## src/hdl/pacd_pkg.sv

```systemverilog
/*
  Shared constants and types for the PHY auto-negotiation and cable
  diagnostic register bank: offsets, bit positions, reset values, carriers.
  Assumes a 16-bit register port clocked by sys_clk.
*/
package pacd_pkg;

  localparam int ADDR_W = 4;
  localparam int DATA_W = 16;
  localparam int COUNT_W = 9;

  // Register offsets, as printed
  localparam logic [ADDR_W-1:0] OFF_DIAG = 4'h0;
  localparam logic [ADDR_W-1:0] OFF_SPECIAL = 4'h2;
  localparam logic [ADDR_W-1:0] OFF_ADVERT = 4'h8;
  localparam logic [ADDR_W-1:0] OFF_PARTNER = 4'ha;

  // Ability field positions, shared by advertisement and partner registers
  localparam int BIT_PAUSE = 10;
  localparam int BIT_RSVD9 = 9;
  localparam int BIT_100FD = 8;
  localparam int BIT_100HD = 7;
  localparam int BIT_10FD = 6;
  localparam int BIT_10HD = 5;
  localparam int SEL_LSB = 0;
  localparam int SEL_W = 5;
  localparam logic [SEL_W-1:0] SELECTOR_8023 = 5'h01;

  // Diagnostic register fields
  localparam int BIT_DIAG_EN = 15;
  localparam int RESULT_LSB = 13;
  localparam int RESULT_W = 2;
  localparam int BIT_NEAR_SHORT = 12;
  localparam int COUNT_LSB = 0;

  // Special control/status fields
  localparam int BIT_POLARITY = 5;
  localparam int BIT_CROSSOVER = 4;
  localparam int BIT_FORCE_LINK = 3;
  localparam int BIT_PWRSAVE_OFF = 2;
  localparam int BIT_REMOTE_LB = 1;
  localparam int BIT_SPECIAL_RSVD0 = 0;

  // Reset values of writable bits and of read-only status fields
  localparam logic RST_PAUSE = 1'h1;
  localparam logic RST_ADV_SPEED = 1'h1;
  localparam logic RST_RSVD = 1'h0;
  localparam logic RST_FORCE_LINK = 1'h0;
  localparam logic RST_PWRSAVE_OFF = 1'h1;
  localparam logic RST_REMOTE_LB = 1'h0;
  localparam logic RST_STATUS = 1'h0;
  localparam logic [1:0] RST_RESULT = 2'h0;
  localparam logic [COUNT_W-1:0] RST_COUNT = 9'h000;
  localparam logic [DATA_W-1:0] ZERO_WORD = 16'h0000;

  typedef enum logic [1:0] {
    RESULT_NORMAL = 2'h0,
    RESULT_OPEN = 2'h1,
    RESULT_SHORT = 2'h2,
    RESULT_FAILED = 2'h3
  } pacd_result_type;

  typedef struct packed {
    logic pause;
    logic fd100;
    logic hd100;
    logic fd10;
    logic hd10;
  } pacd_ability_type;

  typedef struct packed {
    pacd_result_type result;
    logic nearShort;
    logic [COUNT_W-1:0] faultCount;
  } pacd_diag_type;

  typedef struct packed {
    logic forceLink;
    logic powerSaveOff;
    logic remoteLoopback;
  } pacd_special_type;

endpackage

```

## src/hdl/pacd_regs.sv

```systemverilog
/*
  Register bank for one port's auto-negotiation advertisement and partner
  ability, and the same port's cable diagnostic and special control/status.
  Assumes the PHY core runs on sys_clk, pulses diagDone once per started test
  with the outcome valid beside it, and holds partner/status levels steady.
*/
// The address-and-strobe port is this design's own decision.
module pacd_regs (
  // Clock and reset
  input wire logic sys_clk,
  input wire logic rst,
  // Register port
  input wire logic [pacd_pkg::ADDR_W-1:0] regAddr,
  input wire logic [pacd_pkg::DATA_W-1:0] regWrData,
  input wire logic regWrStb,
  input wire logic regRdStb,
  output logic [pacd_pkg::DATA_W-1:0] regRdData,
  // Auto-negotiation side of the PHY
  output pacd_pkg::pacd_ability_type advertise,
  input wire pacd_pkg::pacd_ability_type partnerAbility,
  // Cable diagnostic engine
  output logic diagStart,
  output logic diagRunning,
  input wire logic diagDone,
  input wire pacd_pkg::pacd_diag_type diagOutcome,
  // PHY status and control
  input wire logic polarityReversed,
  input wire logic crossoverState,
  output pacd_pkg::pacd_special_type specialCtrl
);
  import pacd_pkg::*;

  typedef enum logic [1:0] {
    DIAG_IDLE,
    DIAG_RUN,
    DIAG_LATCHED
  } pacd_diag_state_type;

  // Decode of a write to one register
  function automatic logic wrHit(input logic stb, input logic [ADDR_W-1:0] addr,
                                 input logic [ADDR_W-1:0] off);
    wrHit = stb && (addr == off);
  endfunction

  // Places the ability bits in their positions of a 16-bit word
  function automatic logic [DATA_W-1:0] abilityWord(input pacd_ability_type a,
                                                    input logic rsvd9);
    logic [DATA_W-1:0] w;
    w = ZERO_WORD;
    w[BIT_PAUSE] = a.pause;
    w[BIT_RSVD9] = rsvd9;
    w[BIT_100FD] = a.fd100;
    w[BIT_100HD] = a.hd100;
    w[BIT_10FD] = a.fd10;
    w[BIT_10HD] = a.hd10;
    w[SEL_LSB +: SEL_W] = SELECTOR_8023;
    abilityWord = w;
  endfunction

  pacd_ability_type advert_ff;
  logic advRsvd9_ff;
  pacd_ability_type partner_ff;
  pacd_special_type special_ff;
  logic specialRsvd0_ff;
  logic polarity_ff;
  logic crossover_ff;
  pacd_diag_type diagResult_ff;
  pacd_diag_state_type diagState_ff;
  pacd_diag_state_type nxt_diagState;
  logic diagStart_ff;
  logic [DATA_W-1:0] regRdData_ff;
  logic [DATA_W-1:0] nxt_regRdData;
  logic wrAdvert;
  logic wrSpecial;
  logic wrDiag;
  logic startReq;

  assign wrAdvert = wrHit(regWrStb, regAddr, OFF_ADVERT);
  assign wrSpecial = wrHit(regWrStb, regAddr, OFF_SPECIAL);
  assign wrDiag = wrHit(regWrStb, regAddr, OFF_DIAG);
  assign startReq = wrDiag && regWrData[BIT_DIAG_EN];

  // Advertisement: only the ability bits and reserved bit 9 are stored
  always_ff @(posedge sys_clk or posedge rst) begin
    if (rst) begin
      advert_ff.pause <= RST_PAUSE;
      advert_ff.fd100 <= RST_ADV_SPEED;
      advert_ff.hd100 <= RST_ADV_SPEED;
      advert_ff.fd10 <= RST_ADV_SPEED;
      advert_ff.hd10 <= RST_ADV_SPEED;
      advRsvd9_ff <= RST_RSVD;
    end else if (wrAdvert) begin
      advert_ff.pause <= regWrData[BIT_PAUSE];
      advert_ff.fd100 <= regWrData[BIT_100FD];
      advert_ff.hd100 <= regWrData[BIT_100HD];
      advert_ff.fd10 <= regWrData[BIT_10FD];
      advert_ff.hd10 <= regWrData[BIT_10HD];
      advRsvd9_ff <= regWrData[BIT_RSVD9];
    end
  end

  // One copy drives the PHY and every read path
  assign advertise = advert_ff;

  // Partner ability mirrors what the PHY learned; software cannot write it
  always_ff @(posedge sys_clk or posedge rst) begin
    if (rst) begin
      partner_ff <= '0;
    end else begin
      partner_ff <= partnerAbility;
    end
  end

  // Special control bits
  always_ff @(posedge sys_clk or posedge rst) begin
    if (rst) begin
      special_ff.forceLink <= RST_FORCE_LINK;
      special_ff.powerSaveOff <= RST_PWRSAVE_OFF;
      special_ff.remoteLoopback <= RST_REMOTE_LB;
      specialRsvd0_ff <= RST_RSVD;
    end else if (wrSpecial) begin
      special_ff.forceLink <= regWrData[BIT_FORCE_LINK];
      special_ff.powerSaveOff <= regWrData[BIT_PWRSAVE_OFF];
      special_ff.remoteLoopback <= regWrData[BIT_REMOTE_LB];
      specialRsvd0_ff <= regWrData[BIT_SPECIAL_RSVD0];
    end
  end

  assign specialCtrl = special_ff;

  // PHY status levels
  always_ff @(posedge sys_clk or posedge rst) begin
    if (rst) begin
      polarity_ff <= RST_STATUS;
      crossover_ff <= RST_STATUS;
    end else begin
      polarity_ff <= polarityReversed;
      crossover_ff <= crossoverState;
    end
  end

  // Diagnostic sequencer: results are latched one cycle before enable drops
  always_comb begin
    nxt_diagState = diagState_ff;
    unique case (diagState_ff)
      DIAG_IDLE: begin
        if (startReq) begin
          nxt_diagState = DIAG_RUN;
        end
      end
      DIAG_RUN: begin
        if (diagDone) begin
          nxt_diagState = DIAG_LATCHED;
        end
      end
      DIAG_LATCHED: begin
        nxt_diagState = DIAG_IDLE;
      end
      default: begin
        nxt_diagState = DIAG_IDLE;
      end
    endcase
  end

  always_ff @(posedge sys_clk or posedge rst) begin
    if (rst) begin
      diagState_ff <= DIAG_IDLE;
    end else begin
      diagState_ff <= nxt_diagState;
    end
  end

  // One-cycle start pulse toward the measurement engine
  always_ff @(posedge sys_clk or posedge rst) begin
    if (rst) begin
      diagStart_ff <= RST_STATUS;
    end else begin
      diagStart_ff <= (diagState_ff == DIAG_IDLE) && startReq;
    end
  end

  assign diagStart = diagStart_ff;
  assign diagRunning = (diagState_ff != DIAG_IDLE);

  // Outcome fields are captured only when the engine reports completion
  always_ff @(posedge sys_clk or posedge rst) begin
    if (rst) begin
      diagResult_ff.result <= pacd_result_type'(RST_RESULT);
      diagResult_ff.nearShort <= RST_STATUS;
      diagResult_ff.faultCount <= RST_COUNT;
    end else if ((diagState_ff == DIAG_RUN) && diagDone) begin
      diagResult_ff.result <= diagOutcome.result;
      diagResult_ff.nearShort <= diagOutcome.nearShort;
      diagResult_ff.faultCount <= diagOutcome.faultCount;
    end
  end

  // Read mux; unmapped offsets read zero
  always_comb begin
    nxt_regRdData = ZERO_WORD;
    if (regRdStb) begin
      unique case (regAddr)
        OFF_ADVERT: begin
          nxt_regRdData = abilityWord(advert_ff, advRsvd9_ff);
        end
        OFF_PARTNER: begin
          nxt_regRdData = abilityWord(partner_ff, 1'h0);
        end
        OFF_DIAG: begin
          nxt_regRdData[BIT_DIAG_EN] = diagRunning;
          nxt_regRdData[RESULT_LSB +: RESULT_W] = diagResult_ff.result;
          nxt_regRdData[BIT_NEAR_SHORT] = diagResult_ff.nearShort;
          nxt_regRdData[COUNT_LSB +: COUNT_W] = diagResult_ff.faultCount;
        end
        OFF_SPECIAL: begin
          nxt_regRdData[BIT_POLARITY] = polarity_ff;
          nxt_regRdData[BIT_CROSSOVER] = crossover_ff;
          nxt_regRdData[BIT_FORCE_LINK] = special_ff.forceLink;
          nxt_regRdData[BIT_PWRSAVE_OFF] = special_ff.powerSaveOff;
          nxt_regRdData[BIT_REMOTE_LB] = special_ff.remoteLoopback;
          nxt_regRdData[BIT_SPECIAL_RSVD0] = specialRsvd0_ff;
        end
        default: begin
          nxt_regRdData = ZERO_WORD;
        end
      endcase
    end
  end

  // Read data stands only in the cycle after the strobe
  always_ff @(posedge sys_clk or posedge rst) begin
    if (rst) begin
      regRdData_ff <= ZERO_WORD;
    end else begin
      regRdData_ff <= nxt_regRdData;
    end
  end

  assign regRdData = regRdData_ff;

endmodule // pacd_regs

```

## config.mk

```make
export PLATFORM = sky130hd
export DESIGN_NAME = pacd_regs
export DESIGN_NICKNAME = d
export VERILOG_FILES = /design/src/hdl/pacd_pkg.sv /design/src/hdl/pacd_regs.sv
export SDC_FILE = /design/constraint.sdc
export NUM_CORES = 1
export LEC_CHECK = 0
export ABC_CLOCK_PERIOD_IN_PS = 1700
export BUFFER_PORTS_ARGS = -buffer_cell sky130_fd_sc_hd__buf_2
export CAP_MARGIN = 20
export CORE_MARGIN = 3
export CORE_UTILIZATION = 48
export DETAILED_ROUTE_END_ITERATION = 8
export PLACE_DENSITY = 0.75
export SYNTH_ARGS = -nofsm -noshare
export SYNTH_HDL_FRONTEND = slang
export SYNTH_SLANG_ARGS = --single-unit
export TNS_END_PERCENT = 30
```

## constraint.sdc

```tcl
create_clock -name sys_clk -period 1.7 [get_ports sys_clk]
set_input_delay 0.17 -clock sys_clk [delete_from_list [all_inputs] [get_ports sys_clk]]
set_output_delay 0.17 -clock sys_clk [all_outputs]
set_load 0.1 [all_outputs]
```

==> impl_results.md, run 1 <==
- Final worst slack: about 0.21 ns
- Termination of the worst setup path: diagRunning
- Peak supply drop: 0.737 mV
- # H-tree levels: 2
- Core Box Area: ~3500 um^2
- R2R Setup Slk: approximately 0.40 ns
- Cells after DPL: about 230
- RR Endpoint: diagResult_ff[6]
- Met3 wire length: approximately 250 um
- GRT Residual Overflow: 0
- Delay-heaviest family, CP: flip-flops
- Synth area leader: dfrtp_1
- DRC: 0
- CP max-delay cell: dfrtp_1
- Starting Density: 52.5%
- Total track usage: 17.8%
- Ys flop type: dfrtp_1
- Setup Skew: a little over 0.003 ns
- Worst-path clk slew: 0.08 ns
- Non-Filler Instances: 247
- Final HPWL DP: 2810 um
- Post-synth cell types: 28
- Initial DRC Count: 53
- Synthesis Warnings: 0
- Max-slew violations: 0
- Clock buffer depth: 2
- Clock Sinks: 47
- CP arrival: ~1.3 ns
- Post-synth top area share: a little under three fifths
- IO Pins: 70
- Die area: between 4000 and 5000 um^2
- Vias: roughly 1200
- Worst path required time: between 1.5 and 2 ns
- Final hold vios: 0
- Avg Inst Size Synth: 14.7 um^2
- Initial antenna violation count: 0
- Period utilisation layout: between 80% and 90%
- Async set-reset flop share out of synthesis: 100%
- Number of global-route vias before repair: between 1000 and 1500
- Hold Path Class: input pin to flip-flop
- Number of flops mapped to enable cells by yosys: 0
- Setup Crit Path Kind: flip-flop to output pin
- Setup crit start kind: flip-flop
- Setup WS pre-CTS: ~0.40 ns
- Met1 wire length: 1480 um
- DIE HEIGHT: about 70 um
- Crit-path max cell delay: just over 0.4 ns
- Final Setup Violations: 0
- Reg2Reg Depth: 3
- Antenna-violating nets left: 0
- Worst-Skew Late Latency: 0.29 ns
- WHS Path Cells: 2
- Buf+Inv Stages, Crit Path: 1
- N_diodes: 0
- Cells after Synth: between 100 and 150
- Setup crit end kind: output pin
- Max_cap viols: 0
- Cell row count: 21
- Syn Nets: 170
- DR top layer: met4
- Largest net degree at the start of global routing: 28
- Cts repair resizes: 0
- RSZ-0062 raised after global routing: no
- Setup TNS: 0 ns
- Vias/cell: about 5
- GPL Wtd Cong: around 0.75
- Area Overhead vs Synth: 28.6%
- Crit-path max FO: 4
- Most frequent cells in the layout: buf_2 (63), dfrtp_1 (41), mux2_2 (22)
- Setup crit start: diagState_ff[0]
- Yosys reg bits: 47
- Post-Syn Area: between 1500 and 2000 um^2
- DR pass1 iterations: 4
- Sequential fraction of the synthesis area: 64.0%
- Critical R2R Launch: diagState_ff[1]
- First-pass GRT wire length: 5930 um
- TritonCTS clock tree: built
- Worst path depth: 2
- Status: complete, no violations
- Power Density: roughly 1200 nW/um^2
- Minimum clock period: roughly 1.5 ns
- Layout cell share with drive strength beyond 1: between 50 and 60%
- CTS Root Cell: clkbuf_8
- Synth area leaders: dfrtp_1 (55%), mux2_2 (13%), dfstp_2 (8.5%)
- Critical-path cell list: or2_2 -> buf_2
- Most common cell after layout, fill and taps aside: buf_2
- Port Buf Inserts: 63
- Met2 WL: slightly below 2000 um
- F_max: ~0.67 GHz
- CTS buffer count: 5
- Nets: between 200 and 250
- Wire per inst: about 15 um
- Die W: between 60 and 70 um
- Final WL: ~3700 um
- LEAKAGE: around 0.0013 uW
==> cells by family after synthesis <==
logic type	synth area share, %
compound gates	1.89
buf+inv	2.98
flops	64.0
mux	18.9
other cells	0.203
simple gates	12.0
==> worst min path at each step <==
stage,startpoint,to,slack (ns)
detailed placement,rst,regRdData[2],0.20
global placement,rst,regRdData[2],0.19
finish,diagOutcome[1],diagResult_ff[1],0.11
global route,regWrData[7],advertise[2],0.10
CTS,diagOutcome[1],diagResult_ff[1],0.10
floorplan,crossoverState,crossover_ff,0.20
==> through the flow <==
step	util (%)	instance area, um^2	hold slack, ns	total power [uW]
after floorplan	-	1850	0.201	1990
after global placement	63.1	2220	0.189	2120
after detailed placement	63.1	2220	0.201	2150
after CTS	67.6	2380	0.101	2770
after global routing	67.6	2380	0.103	2870
final	67.6	2380	0.110	2740
==> synth_stat cells, types with 2 or more instances <==
library cell and count:
inv_1 2, dfrtp_1 41, dfstp_2 6, nor2_4 2
and3_1 2, and2_1 4, nor2_1 7, mux2_2 22
nor3_1 4, buf_6 2, buf_2 2, nand4_1 2
mux2i_1 8, o21a_1 3, buf_4 2, nand3_1 4
nor2b_1 2
==> layer usage <==
| metal | global-route usage, % | vias to the layer above |
|---|---|---|
| li1 | - | 579 |
| met1 | 21.7 | 603 |
| met2 | 31.2 | 47 |
| met3 | 4.43 | 4 |
| met4 | 5.21 | 0 |
| met5 | 0 | - |
==> worst register-to-register path: cells and delay by family, from the launching register on <==
| kind | cells | cell delay (ns) |
|---|---|---|
| and+or+nand+nor | 1 | 0.30 |
| muxes | 1 | 0.27 |
| DFF | 1 | 0.39 |
| buffers and inverters | 1 | 0.23 |
==> area by class of cell <==
cell class | instances | area (um^2)
flip-flops and latches | 47 | 1180
fillers | 261 | 1140
multi-input cells | 71 | 611
repair buffers | 74 | 443
clock buffers | 7 | 76.3
well taps | 46 | 57.6
inverters | 2 | 7.51
==> power by group <==
group	switching, uW	internal (uW)	total, uW
clock network	320	283	603
logic	554	224	779
registers	78.4	1280	1360
total	953	1790	2740
==> sequential cells by signal (all words and copies together), names as in the netlist <==
signal and cells:
diagResult_ff 12, regRdData 15, advRsvd9_ff 1, crossover_ff 1
partner_ff 5, diagState_ff 2, polarity_ff 1, advertise 5
diagStart 1, specialRsvd0_ff 1, specialCtrl 3
==> timing repair <==
item / CTS / global route
buffers inserted: 0 / 0
endpoints found under the hold margin: 26 / 0
hold buffers: 8 / 0
No activity file was read; power rests on OpenSTA's default activity.
==> run 2: changes to the inputs <==
--- a/config.mk
+++ b/config.mk
@@ -8,8 +8,10 @@
 export ABC_CLOCK_PERIOD_IN_PS = 1700
 export BUFFER_PORTS_ARGS = -buffer_cell sky130_fd_sc_hd__buf_2
 export CAP_MARGIN = 20
+export CELL_PAD_IN_SITES_DETAIL_PLACEMENT = 1
+export CELL_PAD_IN_SITES_GLOBAL_PLACEMENT = 2
 export CORE_MARGIN = 3
-export CORE_UTILIZATION = 48
+export CORE_UTILIZATION = 31
 export DETAILED_ROUTE_END_ITERATION = 8
 export PLACE_DENSITY = 0.75
 export SYNTH_ARGS = -nofsm -noshare
==> run 2 against run 1 <==
Clock power increased by 20%. Die area increased by 50%. Final cell count increased by 11%. Count of clock-buffer cells in the layout increased by 1. Clock skew increased by 0.0039 ns. Worst setup slack got worse by 0.0025 ns. First-iteration DRC count decreased by 32%. Final area increased by 2.2%. Sequential cell count unchanged.
==> impl_results.md, run 2 (same netlist as run 1, synthesis figures left out) <==
- Wire per inst: 15.5 um (+3.6%)
- Clock Sinks: 47 (unchanged)
- Clock buffer depth: 2 (unchanged)
- Vias: 1281 (+3.9%)
- Clk network pwr share: 25.2% (+3.2 points)
- Sequential share of power: 47.5% (-2.1 points)
- GPL Wtd Cong: 0.748 (+0.40%)
- Core Box Area: 5640 um^2 (+60%)
- Crit-path max FO: 4 (unchanged)
- Peak supply drop: 0.669 mV (-9.2%)
- GRT Residual Overflow: 0 (unchanged)
- F_max: 0.671 GHz (-0.17%)
- Period utilisation layout: 87.7% (+0.15 points)
- Most common cell after layout, fill and taps aside: buf_2
- Total track usage: 12.9% (-4.9 points)
- DR pass1 iterations: 4 (unchanged)
- NetSw: 980 uW (+2.9%)
- Max FFs per register: 15 (unchanged)
- Die area: 6930 um^2 (+50%)
- Max_cap viols: 0 (unchanged)
- DRC: 0 (unchanged)
- Largest net degree at the start of global routing: 24 (-14%)
- Final Setup Violations: 0 (unchanged)
- Final hold vios: 0 (unchanged)
- Nets: 246 (+0.41%)
- Most frequent cells in the layout: buf_2 (63), dfrtp_1 (41), mux2_2 (22)
- Minimum clock period: 1.49 ns (+0.00253 ns)
- CTS Root Cell: clkbuf_8
- Layout cell share with drive strength beyond 1: 53.7% (+0.96 points)
- Die W: 83.2 um (+22%)
- R2R Setup Slk: 0.42 ns (+0.02 ns)
- Area Overhead vs Synth: 31.4%
- DIE HEIGHT: 83.2 um (+22%)
- Antenna-violating nets left: 0 (unchanged)
- Starting Density: 32.8% (-20 points)
- Final WL: 4260 um (+15%)
- Vias/cell: 4.66 (-6.7%)
- Setup crit start kind: flip-flop
- Hold Path Class: input pin to flip-flop
- Setup Skew: 0.00692 ns (+0.00389 ns)
- Number of global-route vias before repair: 1418 (+12%)
- Status: complete, no violations
- Final design utilization: 43.1% (-24 points)
- Net Sw Frac: 34.3% (-0.42 points)
- # H-tree levels: 2 (unchanged)
- N_diodes: 0 (unchanged)
- Setup Crit Path Kind: flip-flop to output pin
- First-pass GRT wire length: 7050 um (+19%)
- Power Density: 1180 nW/um^2 (+1.9%)
- Fillcell total: 613 (+130%)
- Setup crit end kind: output pin
- Port Buf Inserts: 63 (unchanged)
- Worst-path clk slew: 0.08 ns (about the same)
- Initial DRC Count: 36 (-32%)
- Cell row count: 27 (+29%)
- Worst-Skew Late Latency: 0.29 ns (about the same)
- Worst path required time: 1.53 ns (about the same)
- Combinational Power Share: 27.3% (-1.1 points)
- Initial antenna violation count: 0 (unchanged)
- Internal Power: 1880 uW (+4.8%)
- IO Pins: 70 (unchanged)
- TritonCTS clock tree: built
- CP arrival: 1.32 ns (about the same)
- LEAKAGE: 0.00126 uW (+1.1%)
- Setup TNS: 0 ns (unchanged)
- Max-slew violations: 0 (unchanged)
- RSZ-0062 raised after global routing: no
- CTS buffer count: 5 (unchanged)
run 2: power groups by stage:
stage | sequential, uW | clock [uW] | combinational, uW
floorplan | 1750 | 0 | 235
global placement | 1370 | 0 | 756
detailed placement | 1380 | 0 | 772
CTS | 1360 | 750 | 789
global route | 1380 | 804 | 819
finish | 1360 | 721 | 779
run 2: repair_timing:
| item | in CTS | in global routing |
|---|---|---|
| resized for setup | 0 | 0 |
| hold buffers | 8 | 0 |
| endpoints found under the hold margin | 26 | 0 |
| setup buffers | 0 | 0 |
| endpoints found under the setup margin | 0 | 0 |
run 2: cell type report:
class | instances | area, um^2 | area share, %
multi-input cells | 71 | 611 | 25.1
well taps | 72 | 90.1 | 3.71
inverters | 2 | 7.51 | 0.309
flip-flops and latches | 47 | 1180 | 48.7
repair buffers | 75 | 438 | 18.0
clock buffers | 8 | 100 | 4.12
run 2: stage by stage:
step           worst slack (ns)  cell area (um^2)  total power (uW)  instances  hold WS, ns
4_1_cts                   0.193              2430              2900        275       0.0954
3_3_place_gp              0.423              2250              2130        259        0.211
2_1_floorplan             0.342              1850              1990        126        0.201
3_5_place_dp              0.413              2250              2150        259        0.217
6_report                  0.209              2430              2860        275        0.101
5_1_grt                   0.155              2430              3000        275       0.0951
run 2: final timing paths:
kind	from	end	depth (start not counted)
max	diagState_ff[0]	diagRunning	2
min	regWrData[0]	specialRsvd0_ff	2
max reg2reg	diagState_ff[1]	diagResult_ff[4]	3
min reg2reg	diagState_ff[1]	diagState_ff[0]	1
max in group asynchronous	rst	partner_ff[2]	4
min in group asynchronous	rst	diagResult_ff[10]	3
run 2: routing by layer:
layer,up-vias,wire [um],GRT usage [%]
li1,586,-,-
met1,640,1840,16.2
met2,49,2100,21.3
met3,6,267,3.57
met4,0,45,4.46
met5,-,0,0
run 2: worst max-delay path, cell delays in order (launching register included):
cell	delay, ns
dfrtp_1	0.41
or2_2	0.32
buf_2	0.30
==> run 3: changes to the inputs <==
--- a/config.mk
+++ b/config.mk
@@ -14,6 +14,7 @@
 export CORE_UTILIZATION = 31
 export DETAILED_ROUTE_END_ITERATION = 8
 export PLACE_DENSITY = 0.75
+export RECOVER_POWER = 100
 export SYNTH_ARGS = -nofsm -noshare
 export SYNTH_HDL_FRONTEND = slang
 export SYNTH_SLANG_ARGS = --single-unit
==> run 3 against run 2 <==
Power fell by 0.18%. Final cell count stayed put. Fmax fell by 0.47%. Critical endpoint is now advertise[4]. Largest power group unchanged. Via count decreased by 0.94%. Sequential power about the same.
==> impl_results.md, run 3 (same netlist as run 1, synthesis figures left out) <==
- Status: complete, no violations
- Cell row count: 27 (unchanged)
- IO Pins: 70 (unchanged)
- TritonCTS clock tree: built
- Hold Path Class: input pin to flip-flop
- Critical-path cell list: clkbuf_2
- Cts repair resizes: 0 (unchanged)
- Area Overhead vs Synth: 29.6%
- Final hold vios: 0 (unchanged)
- Initial DRC Count: 49 (+36%)
- Vias/cell: 4.61 (-0.94%)
- CTS Root Cell: clkbuf_8
- Total track usage: 12.9% (unchanged)
- GPL Wtd Cong: 0.748 (unchanged)
- Final worst slack: 0.202 ns (-0.00708 ns)
- Setup bufs post-CTS: 0 (unchanged)
- Die area: 6930 um^2 (unchanged)
- Crit-path max FO: 3 (-1)
- DR pass1 iterations: 4 (unchanged)
- Worst-path clk slew: 0.08 ns (about the same)
- Max-slew violations: 0 (unchanged)
- # H-tree levels: 2 (unchanged)
- Minimum clock period: 1.50 ns (+0.00708 ns)
- DRC: 0 (unchanged)
- CTS buffer count: 5 (unchanged)
- Worst-Skew Late Latency: 0.30 ns (about the same)
- Hold path endpoint: specialRsvd0_ff
- Max_cap viols: 0 (unchanged)
- Non-Filler Instances: 275 (unchanged)
- R2R Setup Slk: 0.42 ns (about the same)
- Initial antenna violation count: 0 (unchanged)
- Fillcell total: 618 (+0.82%)
- Critical R2R Launch: diagState_ff[1]
- N_diodes: 0 (unchanged)
- Cells after DPL: 259 (unchanged)
- Starting Density: 32.8% (unchanged)
- Met1 GRT Util: 16.2% (unchanged)
- GRT Residual Overflow: 0 (unchanged)
- Reg area: 1180 um^2 (unchanged)
- Power Density: 1190 nW/um^2 (+1.2%)
- F_max: 0.667 GHz (-0.47%)
- RR Endpoint: diagResult_ff[4]
- Final Setup Violations: 0 (unchanged)
- Peak supply drop: 0.667 mV (-0.37%)
- Setup TNS: 0 ns (unchanged)
- Clock Sinks: 47 (unchanged)
- Area of the multi-input gates: 582 um^2 (-4.7%)
- Setup Skew: 0.00622 ns (-0.000704 ns)
- First-pass GRT wire length: 7050 um (unchanged)
- Clock buffer depth: 2 (unchanged)
- M2 GR Usage: 21.3% (unchanged)
- CP max-delay cell: dfstp_1
- Period utilisation layout: 88.1% (+0.42 points)
- Worst slew pin tran: ~0.85 ns
- DIE HEIGHT: 83.2 um (unchanged)
- Number of global-route vias before repair: 1418 (unchanged)
- Setup Crit Path Kind: flip-flop to output pin
- Setup crit start kind: flip-flop
- Most frequent cells in the layout: dfrtp_1 (41), buf_2 (37), clkbuf_2 (25)
- Reg2Reg Depth: 3 (unchanged)
- Most Crowded Layer GR: met2
- Die W: 83.2 um (unchanged)
- Max FFs per register: 15 (unchanged)
- Wire per inst: 15.5 um (+0.21%)
- RSZ-0062 raised after global routing: no
- Delay-heaviest family, CP: flip-flops
- Setup WS pre-CTS: 0.413 ns (unchanged)
- Cts hold-fix bufs: 8 (unchanged)
- Placed cell area: 2250 um^2 (unchanged)
- Post-route cell area: 2400 um^2 (-1.4%)
- Core Box Area: 5640 um^2 (unchanged)
- Buf+Inv Stages, Crit Path: 1 (unchanged)
- Relative slew slack: between 40% and 50%
- Layout cell share with drive strength beyond 1: 50.2% (-3.4 points)
- Port Buf Inserts: 63 (unchanged)
- WHS Path Cells: 2 (unchanged)
- Worst path required time: 1.53 ns (about the same)
- LEAKAGE: 0.00121 uW (-4.0%)
- Setup crit start: advertise[4]
- Met3 Usage GRT: 3.57% (unchanged)
- Nets: 246 (unchanged)
- Vias: 1269 (-0.94%)
- Crit-path max cell delay: 0.56 ns (+0.15 ns)
- CP arrival: 1.33 ns (about the same)
- Final WL: 4270 um (+0.21%)
- Most common cell after layout, fill and taps aside: dfrtp_1
- Start point of the worst hold path: regWrData[0]
- Setup crit end kind: output pin
- Antenna-violating nets left: 0 (unchanged)
- Largest net degree at the start of global routing: 24 (unchanged)
==> run 3: area by class of cell <==
cell class / count / area share, %
Tap cell: 72 / 3.76
Inverter: 2 / 0.313
Multi-Input combinational cell: 71 / 24.3
Clock buffer: 8 / 4.18
Sequential cell: 47 / 49.4
Timing Repair Buffer: 75 / 18.1
==> run 3: routing by layer <==
metal	vias to the layer above	routed length [um]
met5	-	0
met4	0	57
met1	630	1840
met2	48	2100
li1	584	-
met3	7	260
==> run 3: worst max path at each step <==
stage | endpoint | depth (start not counted)
finish | advertise[4] | 1
global route | specialCtrl[2] | 4
detailed placement | diagResult_ff[4] | 3
global placement | regRdData[5] | 3
floorplan | regRdData[5] | 2
CTS | diagRunning | 2
==> run 3: through the flow <==
| step | hold WS, ns | util [%] | total power (uW) |
|---|---|---|---|
| after global placement | 0.211 | 39.9 | 2130 |
| after CTS | 0.0954 | 43.1 | 2900 |
| after global routing | 0.0951 | 42.5 | 2990 |
| after detailed placement | 0.217 | 39.9 | 2150 |
| final | 0.0998 | 42.5 | 2850 |
| after floorplan | 0.201 | - | 1990 |
==> run 3: power by group <==
group	leakage [uW]	total (uW)	switching (uW)	internal (uW)
combinational	0.000565	769	552	217
sequential	0.000597	1360	77.1	1280
clock	0.0000515	724	353	371
total	0.00121	2850	983	1870
